## src/hw/prc_pkg.sv

```systemverilog
package prc_pkg;

  // bus widths
  localparam int unsigned AD_W     = 32;
  localparam int unsigned CBE_W    = 4;
  localparam int unsigned NUM_MSTR = 2;

  // clocking: logic is cycle based, so 25 MHz and 33 MHz both work
  localparam int unsigned CLK_PERIOD_NS   = 10;
  localparam int unsigned BUS_CLK_LOW_MHZ = 25;
  localparam int unsigned BUS_CLK_HI_MHZ  = 33;

  // re-park window after reset negation, in bus clocks
  localparam int unsigned PARK_MIN_CLKS = 2;
  localparam int unsigned PARK_MAX_CLKS = 5;

  // least reset pulse the reset source must give
  localparam int unsigned RESET_MIN_NS   = 1000;
  localparam int unsigned RESET_MIN_CLKS =
    (RESET_MIN_NS + CLK_PERIOD_NS - 1) / CLK_PERIOD_NS;

  // release counter saturates here
  localparam logic [2:0] REL_CNT_MAX = 3'h7;

  // grant vector positions
  localparam int unsigned GNT_HOST = 0;
  localparam int unsigned GNT_M0   = 1;
  localparam int unsigned GNT_M1   = 2;
  localparam int unsigned GNT_W    = 3;

  // reset values
  localparam logic [AD_W-1:0]  AD_RST    = 32'h0000_0000;
  localparam logic [CBE_W-1:0] CBE_RST   = 4'h0;
  localparam logic [GNT_W-1:0] GNT_RST   = 3'h0;

  typedef enum logic [1:0] {
    PRC_ST_RESET = 2'b00,
    PRC_ST_STRAP = 2'b01,
    PRC_ST_RUN   = 2'b11
  } prc_state_type;

endpackage : prc_pkg

```

## src/hw/prc_reset_pins.sv

```systemverilog
// Functional notes
// all bus inputs sampled on rising clock
// works at 25 MHz or 33 MHz
// reset drives address/data, command, parity low
// reset negation floats address/data, command, parity
// host request level at release enables arbiter
// arbiter enabled: re-park 2-5 clocks later
// arbiter disabled: lines float until own use
// reset floats control, request, grant outputs
// control lines float until own transaction
// request and grant outputs float until driven
// requests go inactive at release, no clock
// grants follow arbitration and asserted requests
// reset returns every register to default
// reset edges may be asynchronous to clock
// reset source negates cleanly, without bounce
// reset source holds reset over 1 us
// release synchronised before counting and arbitration
`timescale 1ns/10ps
`default_nettype none

module prc_reset_pins #(
  parameter int unsigned AD_W     = prc_pkg::AD_W,
  parameter int unsigned CBE_W    = prc_pkg::CBE_W,
  parameter int unsigned NUM_MSTR = prc_pkg::NUM_MSTR
) (
  // clock and bus reset
  input  wire logic                i_clock,
  input  wire logic                i_rst_n,
  // bus state and requests
  input  wire logic                i_frame_n,
  input  wire logic                i_irdy_n,
  input  wire logic                i_host_bus_request_n,
  input  wire logic [NUM_MSTR-1:0] i_master_bus_requests_n,
  // own transaction engine
  input  wire logic                i_own_ad_oe,
  input  wire logic [AD_W-1:0]     i_own_ad,
  input  wire logic [CBE_W-1:0]    i_own_cbe_n,
  input  wire logic                i_own_par,
  input  wire logic                i_own_ctl_oe,
  input  wire logic                i_mem_req,
  input  wire logic                i_flush_req,
  input  wire logic                i_bridge_req,
  input  wire logic                i_resume,
  // address/data, command, parity pins
  output logic [AD_W-1:0]          o_ad,
  output logic [CBE_W-1:0]         o_cbe_n,
  output logic                     o_par,
  output logic                     o_ad_oe,
  // transaction control pins enable
  output logic                     o_ctl_oe,
  // sideband pins
  output logic                     o_memory_path_request_n,
  output logic                     o_memory_path_request_oe,
  output logic                     o_buffer_flush_request_n,
  output logic                     o_buffer_flush_request_oe,
  output logic                     o_host_bus_grant_n,
  output logic                     o_host_bus_grant_oe,
  output logic                     o_grant_zero_or_bridge_request_n,
  output logic                     o_grant_zero_or_bridge_request_oe,
  output logic                     o_grant_one_or_resume_n,
  output logic                     o_grant_one_or_resume_oe,
  // status
  output logic                     o_arbiter_enabled
);
  import prc_pkg::*;
  ////////////////////////////////////////////////////////////////////////////
  // reset release synchroniser
  logic rst_sync1_ff;
  logic rst_sync2_ff;
  // async assert, synchronous release; sync1 feeds sync2 only
  always_ff @(posedge i_clock or negedge i_rst_n) begin
    if (!i_rst_n) begin
      rst_sync1_ff <= 1'b0;
      rst_sync2_ff <= 1'b0;
    end else begin
      rst_sync1_ff <= 1'b1;
      rst_sync2_ff <= rst_sync1_ff;
    end
  end
  ////////////////////////////////////////////////////////////////////////////
  // sequence state and strap capture
  prc_state_type state_ff;
  prc_state_type nxt_state;
  logic          arb_en_ff;
  logic          nxt_arb_en;
  always_comb begin
    nxt_state  = state_ff;
    nxt_arb_en = arb_en_ff;
    case (state_ff)
      PRC_ST_RESET: begin
        if (rst_sync2_ff) begin
          nxt_state = PRC_ST_STRAP;
        end
      end
      PRC_ST_STRAP: begin
        // strap held steady by the board around release
        nxt_arb_en = i_host_bus_request_n;
        nxt_state  = PRC_ST_RUN;
      end
      PRC_ST_RUN: begin
        nxt_state = PRC_ST_RUN;
      end
      default: begin
        nxt_state = PRC_ST_RESET;
      end
    endcase
  end

  always_ff @(posedge i_clock or negedge i_rst_n) begin
    if (!i_rst_n) begin
      state_ff  <= PRC_ST_RESET;
      arb_en_ff <= 1'b0;
    end else begin
      state_ff  <= nxt_state;
      arb_en_ff <= nxt_arb_en;
    end
  end

  logic running;
  assign running           = (state_ff == PRC_ST_RUN);
  assign o_arbiter_enabled = arb_en_ff;
  ////////////////////////////////////////////////////////////////////////////
  // arbiter: fixed priority host, master 0, master 1
  logic [GNT_W-1:0] gnt_ff;
  logic [GNT_W-1:0] nxt_gnt;
  logic [GNT_W-1:0] req;
  logic             bus_idle;
  assign bus_idle = i_frame_n && i_irdy_n;
  assign req      = {~i_master_bus_requests_n[1],
                     ~i_master_bus_requests_n[0],
                     ~i_host_bus_request_n};
  always_comb begin
    nxt_gnt = gnt_ff;
    if (!running || !arb_en_ff) begin
      nxt_gnt = GNT_RST;
    end else if (bus_idle) begin
      // re-arbitrate only on an idle bus so a transfer is never cut
      if (req[GNT_HOST]) begin
        nxt_gnt = 3'h1;
      end else if (req[GNT_M0]) begin
        nxt_gnt = 3'h2;
      end else if (req[GNT_M1]) begin
        nxt_gnt = 3'h4;
      end else begin
        nxt_gnt = GNT_RST;
      end
    end
  end

  always_ff @(posedge i_clock or negedge i_rst_n) begin
    if (!i_rst_n) begin
      gnt_ff <= GNT_RST;
    end else begin
      gnt_ff <= nxt_gnt;
    end
  end
  ////////////////////////////////////////////////////////////////////////////
  // sideband request and multiplexed pins
  logic mem_req_ff;
  logic nxt_mem_req;
  logic flush_req_ff;
  logic nxt_flush_req;
  logic mux0_ff;
  logic nxt_mux0;
  logic mux1_ff;
  logic nxt_mux1;
  always_comb begin
    nxt_mem_req   = i_mem_req;
    nxt_flush_req = i_flush_req;
    // arbiter off: pins carry bridge request and resume instead
    nxt_mux0 = arb_en_ff ? nxt_gnt[GNT_M0] : i_bridge_req;
    nxt_mux1 = arb_en_ff ? nxt_gnt[GNT_M1] : i_resume;
    if (!running) begin
      nxt_mux0 = 1'b0;
      nxt_mux1 = 1'b0;
    end
  end

  always_ff @(posedge i_clock or negedge i_rst_n) begin
    if (!i_rst_n) begin
      mem_req_ff   <= 1'b0;
      flush_req_ff <= 1'b0;
      mux0_ff      <= 1'b0;
      mux1_ff      <= 1'b0;
    end else begin
      mem_req_ff   <= nxt_mem_req;
      flush_req_ff <= nxt_flush_req;
      mux0_ff      <= nxt_mux0;
      mux1_ff      <= nxt_mux1;
    end
  end

  // enable follows the reset pin itself: inactive level with no clock
  assign o_memory_path_request_oe  = i_rst_n;
  assign o_buffer_flush_request_oe = i_rst_n;
  assign o_memory_path_request_n   = ~mem_req_ff;
  assign o_buffer_flush_request_n  = ~flush_req_ff;

  assign o_host_bus_grant_oe = i_rst_n && running && arb_en_ff;
  assign o_host_bus_grant_n  = ~gnt_ff[GNT_HOST];
  assign o_grant_zero_or_bridge_request_oe = i_rst_n && running;
  assign o_grant_zero_or_bridge_request_n  = ~mux0_ff;
  assign o_grant_one_or_resume_oe = i_rst_n && running;
  assign o_grant_one_or_resume_n  = ~mux1_ff;
  assign o_ctl_oe = i_rst_n && i_own_ctl_oe;
  ////////////////////////////////////////////////////////////////////////////
  // address/data, command, parity drive and parking
  logic [AD_W-1:0]  ad_ff;
  logic [AD_W-1:0]  nxt_ad;
  logic [CBE_W-1:0] cbe_ff;
  logic [CBE_W-1:0] nxt_cbe;
  logic             par_ff;
  logic             nxt_par;
  logic             ad_oe_ff;
  logic             nxt_ad_oe;
  logic             park;
  // central resource parks only with no grant out and an idle bus
  assign park = running && arb_en_ff && (gnt_ff == GNT_RST) && bus_idle;
  always_comb begin
    nxt_ad    = AD_RST;
    nxt_cbe   = CBE_RST;
    nxt_par   = 1'b0;
    nxt_ad_oe = 1'b0;
    if (i_own_ad_oe) begin
      nxt_ad    = i_own_ad;
      nxt_cbe   = i_own_cbe_n;
      nxt_par   = i_own_par;
      nxt_ad_oe = 1'b1;
    end else if (park) begin
      nxt_ad_oe = 1'b1;
    end
  end

  always_ff @(posedge i_clock or negedge i_rst_n) begin
    if (!i_rst_n) begin
      ad_ff    <= AD_RST;
      cbe_ff   <= CBE_RST;
      par_ff   <= 1'b0;
      ad_oe_ff <= 1'b0;
    end else begin
      ad_ff    <= nxt_ad;
      cbe_ff   <= nxt_cbe;
      par_ff   <= nxt_par;
      ad_oe_ff <= nxt_ad_oe;
    end
  end

  assign o_ad    = ad_ff;
  assign o_cbe_n = cbe_ff;
  assign o_par   = par_ff;
  // low drive from reset assertion, released the moment reset lifts
  assign o_ad_oe = !i_rst_n || ad_oe_ff;
  ////////////////////////////////////////////////////////////////////////////
  // checks
  logic [2:0] rel_cnt_ff;
  always_ff @(posedge i_clock or negedge i_rst_n) begin
    if (!i_rst_n) begin
      rel_cnt_ff <= 3'h0;
    end else if (rel_cnt_ff != REL_CNT_MAX) begin
      rel_cnt_ff <= rel_cnt_ff + 3'h1;
    end
  end
  // park enable registers at the fifth edge, seen one edge later
  property p_park_window;
    @(posedge i_clock) disable iff (!i_rst_n)
    (rel_cnt_ff == 3'h4) && arb_en_ff && bus_idle && (req == 3'h0)
      |=> o_ad_oe;
  endproperty
  a_park_window: assert property (p_park_window)
    else $error("bus not parked by fifth clock after release");
  property p_no_early_park;
    @(posedge i_clock) disable iff (!i_rst_n)
    (rel_cnt_ff < 3'h2) && !$past(i_own_ad_oe) |-> !o_ad_oe;
  endproperty
  a_no_early_park: assert property (p_no_early_park)
    else $error("address lines driven right after release");
  property p_disabled_float;
    @(posedge i_clock) disable iff (!i_rst_n)
    running && !arb_en_ff && !i_own_ad_oe |=> !o_ad_oe;
  endproperty
  a_disabled_float: assert property (p_disabled_float)
    else $error("address lines driven with arbiter disabled");
  property p_strap;
    @(posedge i_clock) disable iff (!i_rst_n)
    (state_ff == PRC_ST_STRAP) |=> arb_en_ff == $past(i_host_bus_request_n);
  endproperty
  a_strap: assert property (p_strap)
    else $error("arbiter enable not taken from host request");
  property p_sync_order;
    @(posedge i_clock) disable iff (!i_rst_n)
    $rose(rst_sync2_ff) |-> ##1 (state_ff == PRC_ST_STRAP) ##1 running;
  endproperty
  a_sync_order: assert property (p_sync_order)
    else $error("sequence did not follow synchronised release");
  property p_grant_float;
    @(posedge i_clock) disable iff (!i_rst_n)
    !running |-> !o_host_bus_grant_oe && !o_grant_one_or_resume_oe
      && !o_grant_zero_or_bridge_request_oe && (gnt_ff == GNT_RST);
  endproperty
  a_grant_float: assert property (p_grant_float)
    else $error("grant driven before sequence done");
  property p_host_grant;
    @(posedge i_clock) disable iff (!i_rst_n)
    running && arb_en_ff && bus_idle && !i_host_bus_request_n
      |=> !o_host_bus_grant_n;
  endproperty
  a_host_grant: assert property (p_host_grant)
    else $error("host request on idle bus not granted");
  property p_grant_onehot;
    @(posedge i_clock) disable iff (!i_rst_n)
    $onehot0(gnt_ff) && (arb_en_ff || (gnt_ff == GNT_RST));
  endproperty
  a_grant_onehot: assert property (p_grant_onehot)
    else $error("more than one grant or grant with arbiter off");
  property p_req_inactive;
    @(posedge i_clock) disable iff (!i_rst_n)
    !i_mem_req && !i_flush_req |=> o_memory_path_request_n
      && o_buffer_flush_request_n && o_memory_path_request_oe;
  endproperty
  a_req_inactive: assert property (p_req_inactive)
    else $error("request outputs not inactive");
  property p_ctl_float;
    @(posedge i_clock) disable iff (!i_rst_n)
    !i_own_ctl_oe |-> !o_ctl_oe;
  endproperty
  a_ctl_float: assert property (p_ctl_float)
    else $error("control lines driven without own transaction");
  c_park: cover property (@(posedge i_clock) disable iff (!i_rst_n)
    arb_en_ff && $rose(ad_oe_ff));
  c_disabled: cover property (@(posedge i_clock) disable iff (!i_rst_n)
    running && !arb_en_ff);
  c_m1_grant: cover property (@(posedge i_clock) disable iff (!i_rst_n)
    gnt_ff[GNT_M1]);
endmodule : prc_reset_pins

`default_nettype wire

```

## config.mk

```make
export PLATFORM = sky130hd
export DESIGN_NAME = prc_reset_pins
export DESIGN_NICKNAME = d
export VERILOG_FILES = /design/src/hw/prc_pkg.sv /design/src/hw/prc_reset_pins.sv
export SDC_FILE = /design/constraint.sdc
export NUM_CORES = 1
export LEC_CHECK = 0
export ABC_AREA = 1
export BUFFER_PORTS_ARGS = -buffer_cell sky130_fd_sc_hd__buf_4
export CORE_MARGIN = 5
export CORE_UTILIZATION = 25
export CTS_BUF_LIST = sky130_fd_sc_hd__clkbuf_2
export CTS_CLUSTER_SIZE = 28
export DETAILED_ROUTE_END_ITERATION = 10
export MAX_ROUTING_LAYER = met4
export PLACE_DENSITY_LB_ADDON = 0.08
export SETUP_SLACK_MARGIN = 0.3
export SLEW_MARGIN = 10
export SYNTH_ARGS = -nofsm -noshare
export SYNTH_HDL_FRONTEND = slang
export SYNTH_SLANG_ARGS = --single-unit
```

## constraint.sdc

```tcl
create_clock -name i_clock -period 1.1 [get_ports i_clock]
set_clock_uncertainty 0.05 [all_clocks]
set_input_delay 0.055 -clock i_clock [delete_from_list [all_inputs] [get_ports i_clock]]
set_output_delay 0.055 -clock i_clock [all_outputs]
set_load 0.005 [all_outputs]
```

==> results.md, run 1 <==
* HPWL after DPL at around 3400 microns
* Comb pwr share at 0.239
* WS Path Type: reg -> out
* Seq. cell area at 1250 sq um
* Ys Warns at 0
* RSZ-0062 raised after global routing: true
* Register area share after synthesis at 0.696
* Power Density at roughly 1100 nW/um^2
* Clk pwr share at 0.198
* CP arrival at around 1200 ps
* Largest net degree at the start of global routing at 39
* Top cells by area, synth: dfrtp_1, inv_1, nand2_1
* Clock sink count at 50
* R2R Setup Slk at -130 ps
* Post-synth top area cell: dfrtp_1
* Final min period at 1280 ps
* Setup TNS at -1350 ps
* First-pass GRT wire length at 8220 microns
* Worst Path Required at 1000 ps
* Final WS setup at -176 ps
* Synthesized instance count at 179
* Depth of the most critical reg-to-reg path at 6
* Final slew viol count at 0
* Switching pwr at 927 uW
* Net count after synthesis at 229
* DRC at 0
* Initial antenna violation count at 0
* Setup violators final at 11
* # hold bufs at CTS at 48
* Chip height at about 95 microns
* Io pins at 100
* Final wirelength at ~5300 microns
* Actual transition at the worst max-transition pin at 541 ps
* Starting Density at 0.252
* Multi-input gate area at just over 300 sq um
* Cell-internal power at about 2600 uW
* Clock Tree Root: clkbuf_2
* FP Rows at 31
* Detail Route Antenna Nets at 0
* Synthesized flop and latch total at 50
* Port bufs at 99
* 1st-iter DRT viols at 31
* Max cap viols at 0
* Vias in the first global route at about 1,700
* Filler-free cell count of the finished design at ~440
* CTS tree: built
* Outcome: finished, violations left
* GRT Total Usage at 0.125
* Final Power at 3570 uW
* Place WS at between 150 and 200 ps
* # fillers at 721
* Full die area at approximately 9000 sq um
* Hold WS at -230 ps
* GRT Residual Overflow at 0
* Lkg Pwr at 0.00198 uW
* Clk_lat worst skew at 400 ps
* Synth top area share at 0.696
* DR vias/cell at 3.72
* # diodes at 0
* Worst ir drop on vdd at about 0.00055 V
* Synth Cell Area at 1800 sq um
* Max Clock Freq at about 0.78 GHz
* HP Class: in -> async
* Relative slew slack at 0.638
* CTS max path bufs at 2
* Synth-to-Final Area Change at 88.4%
* Syn Area/Cell at between 10 and 15 sq um
* Dpl cells at approximately 370
* DR vias at 1,620
* Final Cycle Share at 1.16
* Final hold violation count at 31
* Seq pwr share at 0.563
* Crit start category: register
* Routability Congestion at 0.811
* Core ar. at 7140 sq um
* Clock transition at path regs at ~240 ps
* Die width at ~95 microns
* Fin nets at 385
* H-tree levels at 2
* Pre-Repair DR Iteration Count at 4
* Crit Path Max Fanout at 3
* Failing checks: negative hold slack, negative setup slack
* Crit path capture type: primary output
* Layout cells sized above 1 at 0.387
* Total CTS buffers at 5
* Switching Share at 0.260
* Yosys cell types at 17
* WL per Instance at between 10 and 15 microns
[layout make-up]
| class | count | area share |
|---|---|---|
| clock buffer | 6 | 0.00886 |
| sequential | 50 | 0.369 |
| multi-input combinational | 66 | 0.0912 |
| timing repair buffer | 157 | 0.431 |
| tap | 99 | 0.0366 |
| clock inverter | 2 | 0.00258 |
| inverter | 55 | 0.0609 |
[cells in the mapped netlist]
library cell,count
inv_1,55
conb_1,1
nand2_2,1
buf_4,4
buf_6,2
a21oi_2,1
nor2_4,1
o21ai_1,1
nor2_1,2
nor3_1,2
nand3_1,5
dfrtp_1,50
clkbuf_1,1
nand2_1,48
o21ai_0,3
buf_2,1
or2_2,1
[layout by cell type, fill, tap and decap left out, drive strengths merged]
cell type       n
a21oi           1
buf           109
clkbuf          6
clkinv          2
conb            1
dfrtp          50
dlygate4sd3    47
dlymetal6s2s    1
inv            55
nand2          49
nand3           5
nor2            3
nor3            2
o21ai           4
or2             1
[critical path, stage by stage, from the launching register on]
cell and delay (ps):
dfrtp_1 470, nand2_4 80, nor3_2 100, buf_4 120
[registers in the layout (all words and copies together) (netlist names)]
signal             cells
mux1_ff                1
mem_req_ff             1
mux0_ff                1
o_arbiter_enabled      1
flush_req_ff           1
gnt_ff                 3
rst_sync2_ff           1
rst_sync1_ff           1
o_cbe_n                4
state_ff               2
ad_oe_ff               1
o_par                  1
o_ad                  32
[metrics by stage]
step,utilization,hold WS (ps),instance area [sq um]
finish,0.475,-230,3390
global route,0.475,-252,3390
CTS,0.469,-70.1,3350
detailed placement,0.369,-26.5,2630
global placement,0.369,-18.6,2630
floorplan,-,-291,1800
[path summary, 6_finish.rpt]
| kind | start | end |
|---|---|---|
| worst max-delay path | state_ff[1]$_DFFE_PN0P_ | o_host_bus_grant_oe |
| worst min-delay path | i_rst_n | o_ad[23]$_DFF_PN0_ |
| worst max register to register | state_ff[1]$_DFFE_PN0P_ | mux0_ff$_DFF_PN0_ |
| worst min register to register | rst_sync1_ff$_DFF_PN0_ | rst_sync2_ff$_DFF_PN0_ |
| max in group asynchronous | i_rst_n | o_ad[0]$_DFF_PN0_ |
| min in group i_clock | i_own_ad_oe | o_ad[9]$_DFF_PN0_ |
[timing repair]
action / CTS / global route
buffers inserted: 4 / 3
endpoints found under the hold margin: 96 / 45
resized for setup: 45 / 10
pin swaps: 4 / 3
setup endpoints to repair: 54 / 97
[layer usage]
| metal | track usage | vias to the layer above | wire (microns) | share of wire |
|---|---|---|---|---|
| met5 | - | - | 0 | 0 |
| met4 | 0.0397 | 0 | 78 | 0.015 |
| met3 | 0.0303 | 7 | 307 | 0.058 |
| met2 | 0.231 | 55 | 2920 | 0.55 |
| met1 | 0.129 | 761 | 1970 | 0.37 |
| li1 | - | 797 | - | - |
[logic make-up (layout without fill, tap and decap cells)]
family | count (synthesis) | after routing | share of synthesized area
flops | 50 | 50 | 0.696
buf+inv | 63 | 220 | 0.149
other cells | 1 | 1 | 0.00209
compound gates | 5 | 5 | 0.0160
simple gates | 60 | 60 | 0.137
[power by group through the flow]
stage | logic (uW) | registers, uW | clock network (uW)
5_1_grt | 929 | 2020 | 834
3_3_place_gp | 600 | 2020 | 0
2_1_floorplan | 195 | 2030 | 0
6_report | 852 | 2010 | 706
3_5_place_dp | 601 | 2020 | 0
4_1_cts | 827 | 2010 | 769
Note: power is estimated with default switching activity, not from simulation.
==> run 2: changes to the inputs <==
--- a/config.mk
+++ b/config.mk
@@ -8,13 +8,13 @@
 export ABC_AREA = 1
 export BUFFER_PORTS_ARGS = -buffer_cell sky130_fd_sc_hd__buf_4
 export CORE_MARGIN = 5
-export CORE_UTILIZATION = 25
+export CORE_UTILIZATION = 45
 export CTS_BUF_LIST = sky130_fd_sc_hd__clkbuf_2
 export CTS_CLUSTER_SIZE = 28
 export DETAILED_ROUTE_END_ITERATION = 10
 export MAX_ROUTING_LAYER = met4
 export PLACE_DENSITY_LB_ADDON = 0.08
-export SETUP_SLACK_MARGIN = 0.3
+export SETUP_SLACK_MARGIN = 0.4
 export SLEW_MARGIN = 10
 export SYNTH_ARGS = -nofsm -noshare
 export SYNTH_HDL_FRONTEND = slang
==> run 2 against run 1 <==
  * The flow still finishes with violations (negative hold slack, negative setup slack)
  * Largest cell class unchanged
  * Clock power is 33% higher
  * Critical path depth unchanged
  * Sequential power about the same
  * Sequential share of layout area is 0.46 points higher
  * Worst hold slack got worse by 86 ps
  * Final cell count decreased by 12%
  * First-iteration DRC count grew 65%
==> results.md, run 2 (synthesized netlist as in run 1, its figures left out) <==
* Outcome: finished, violations left
* Failing checks: negative hold slack, negative setup slack
* Place WS at 190 ps (+0.0330 ps)
* # diodes at 0 (unchanged)
* Io pins at 100 (unchanged)
* Die width at 73.2 microns (-23%)
* Chip height at 73.2 microns (-23%)
* Initial antenna violation count at 0 (unchanged)
* R2R Setup Slk at -100 ps (+30 ps)
* Max cap viols at 0 (unchanged)
* Starting Density at 0.456 (+0.204)
* CTS max path bufs at 2 (unchanged)
* Worst Path Required at 1000 ps (about the same)
* Worst path bufs/invs at 2 (+1)
* GRT Total Usage at 0.214 (+0.0889)
* First-pass GRT wire length at 8180 microns (-0.41%)
* Layout cells sized above 1 at 0.407 (+0.0197)
* Detail Route Antenna Nets at 0 (unchanged)
* Most frequent cells in the layout: buf_4, inv_1, dfrtp_1
* Depth of the most critical reg-to-reg path at 6 (unchanged)
* Power Density at 1150 nW/um^2 (+9.4%)
* Max Clock Freq at 0.762 GHz (-2.8%)
* Largest net degree at the start of global routing at 39 (unchanged)
* Met3 WL at 326 microns (+6.2%)
* Final Cycle Share at 1.19 (+0.0331)
* Clock sink count at 50 (unchanged)
* # hold bufs at CTS at 43 (-10%)
* Area after DPL at 2560 sq um (-2.5%)
* Final wirelength at 5300 microns (+0.66%)
* Full die area at 5360 sq um (-40%)
* Clk_lat worst skew at 410 ps (about the same)
* CP peak stage delay at 450 ps (-20 ps)
* Pre-Repair DR Iteration Count at 4 (unchanged)
* Crit path capture type: primary output
* GRT Residual Overflow at 0 (unchanged)
* Slowest stage cell, crit path: dfrtp_1
* Vias in the first global route at 1,742 (+1.9%)
* Routability Congestion at 0.728 (-10%)
* FP Rows at 23 (-26%)
* Clock transition at path regs at 240 ps (about the same)
* Met1 wire length at 1900 microns (-3.4%)
* Clock Tree Root: clkbuf_2
* WL per Instance at 13.9 microns (+15%)
* Core ar. at 3940 sq um (-45%)
* Crit start category: register
* Cell family with most CP delay: flip-flops
* HPWL after DPL at 2980 microns (-12%)
* WS Path Type: reg -> out
* Final WS setup at -213 ps (-36.4 ps)
* Setup violators final at 12 (+1)
* Fin nets at 381 (-1.0%)
* 1st-iter DRT viols at 51 (+65%)
* Final hold violation count at 52 (+68%)
* Commonest non-fill, non-tap cell in the layout: buf_4
* CTS tree: built
* Top routing layer in use: met4
* Worst ir drop on vdd at 0.000727 V (+31%)
* Port bufs at 99 (unchanged)
* Synth-to-Final Area Change at 86.2%
* WL met2 at 3010 microns (+3.2%)
* CP arrival at 1210 ps (+40 ps)
* DRC at 0 (unchanged)
* Crit Path Max Fanout at 2 (-1)
* CP cell instances: inv_2 -> nor3_2 -> buf_4
* RSZ-0062 raised after global routing: true
* Final min period at 1310 ps (+36.4 ps)
* Final Cell Area at 3350 sq um (-1.2%)
* Final slew viol count at 0 (unchanged)
* HP Class: in -> async
* Hold WS at -317 ps (-86.4 ps)
* Total CTS buffers at 5 (unchanged)
* WP depth at 3 (unchanged)
* DR vias at 1,628 (+0.49%)
* DR vias/cell at 4.26 (+14%)
* H-tree levels at 2 (unchanged)
* Number of flip-flops in the largest register at 32 (unchanged)
* Lkg Pwr at 0.00199 uW (+0.12%)
-- run 2: cell count changes in the layout (fill, tap and decap cells not counted), sizes merged --
cell,delta
dlygate4sd3,-5
clkinv,-2
buf,+1
bufinv,+1
clkbuf,+1
dlymetal6s2s,-1
dlymetal6s4s,+1
-- run 2: worst reg2reg max path: stages (launching register included) --
cell	delay, ps
dfrtp_1	450
inv_2	60
buf_4	130
buf_6	120
nor2_4	170
nand2_2	70
a21oi_2	100
-- run 2: path summary, 6_finish.rpt --
check / start / endpoint
setup / recovery: o_arbiter_enabled$_DFFE_PN0P_ / o_host_bus_grant_oe
hold / removal: i_rst_n / o_ad[28]$_DFF_PN0_
setup reg to reg: o_arbiter_enabled$_DFFE_PN0P_ / gnt_ff[0]$_DFFE_PN0P_
hold reg to reg: rst_sync1_ff$_DFF_PN0_ / rst_sync2_ff$_DFF_PN0_
max in group asynchronous: i_rst_n / o_ad[17]$_DFF_PN0_
min in group i_clock: i_master_bus_requests_n[0] / gnt_ff[1]$_DFF_PN0_
-- run 2: what timing repair did --
action                                  in CTS  in global routing
endpoints found under the setup margin      55                 86
gates cloned                                 0                  0
setup buffers                                7                  2
resized for setup                           54                 11
pin swaps                                    5                  4
endpoints found under the hold margin       96                 48
-- run 2: power breakdown --
group | internal [uW] | switching [uW]
clock network | 405 | 537
logic | 554 | 347
registers | 1950 | 59.1
-- run 2: final cells by class --
class	instances	area (sq um)
clock buffer	7	35.0
timing repair buffer	153	1440
multi-input combinational	66	320
inverter	55	209
tap	50	62.6
clock inverter	1	30.0
fill	215	596
sequential	50	1250
-- run 2: layer usage --
layer	vias up	global-route usage
met5	-	-
met4	0	0.0553
met3	7	0.0510
met2	62	0.383
met1	770	0.236
li1	789	-
-- run 2: through the flow --
step | power, uW | instances | TNS (ps) | util
finish | 3850 | 382 | -1310 | 0.849
global route | 4050 | 382 | -3440 | 0.849
CTS | 3830 | 380 | -966 | 0.838
detailed placement | 2610 | 322 | 0 | 0.651
global placement | 2590 | 322 | 0 | 0.651
floorplan | 2230 | 179 | 0 | -
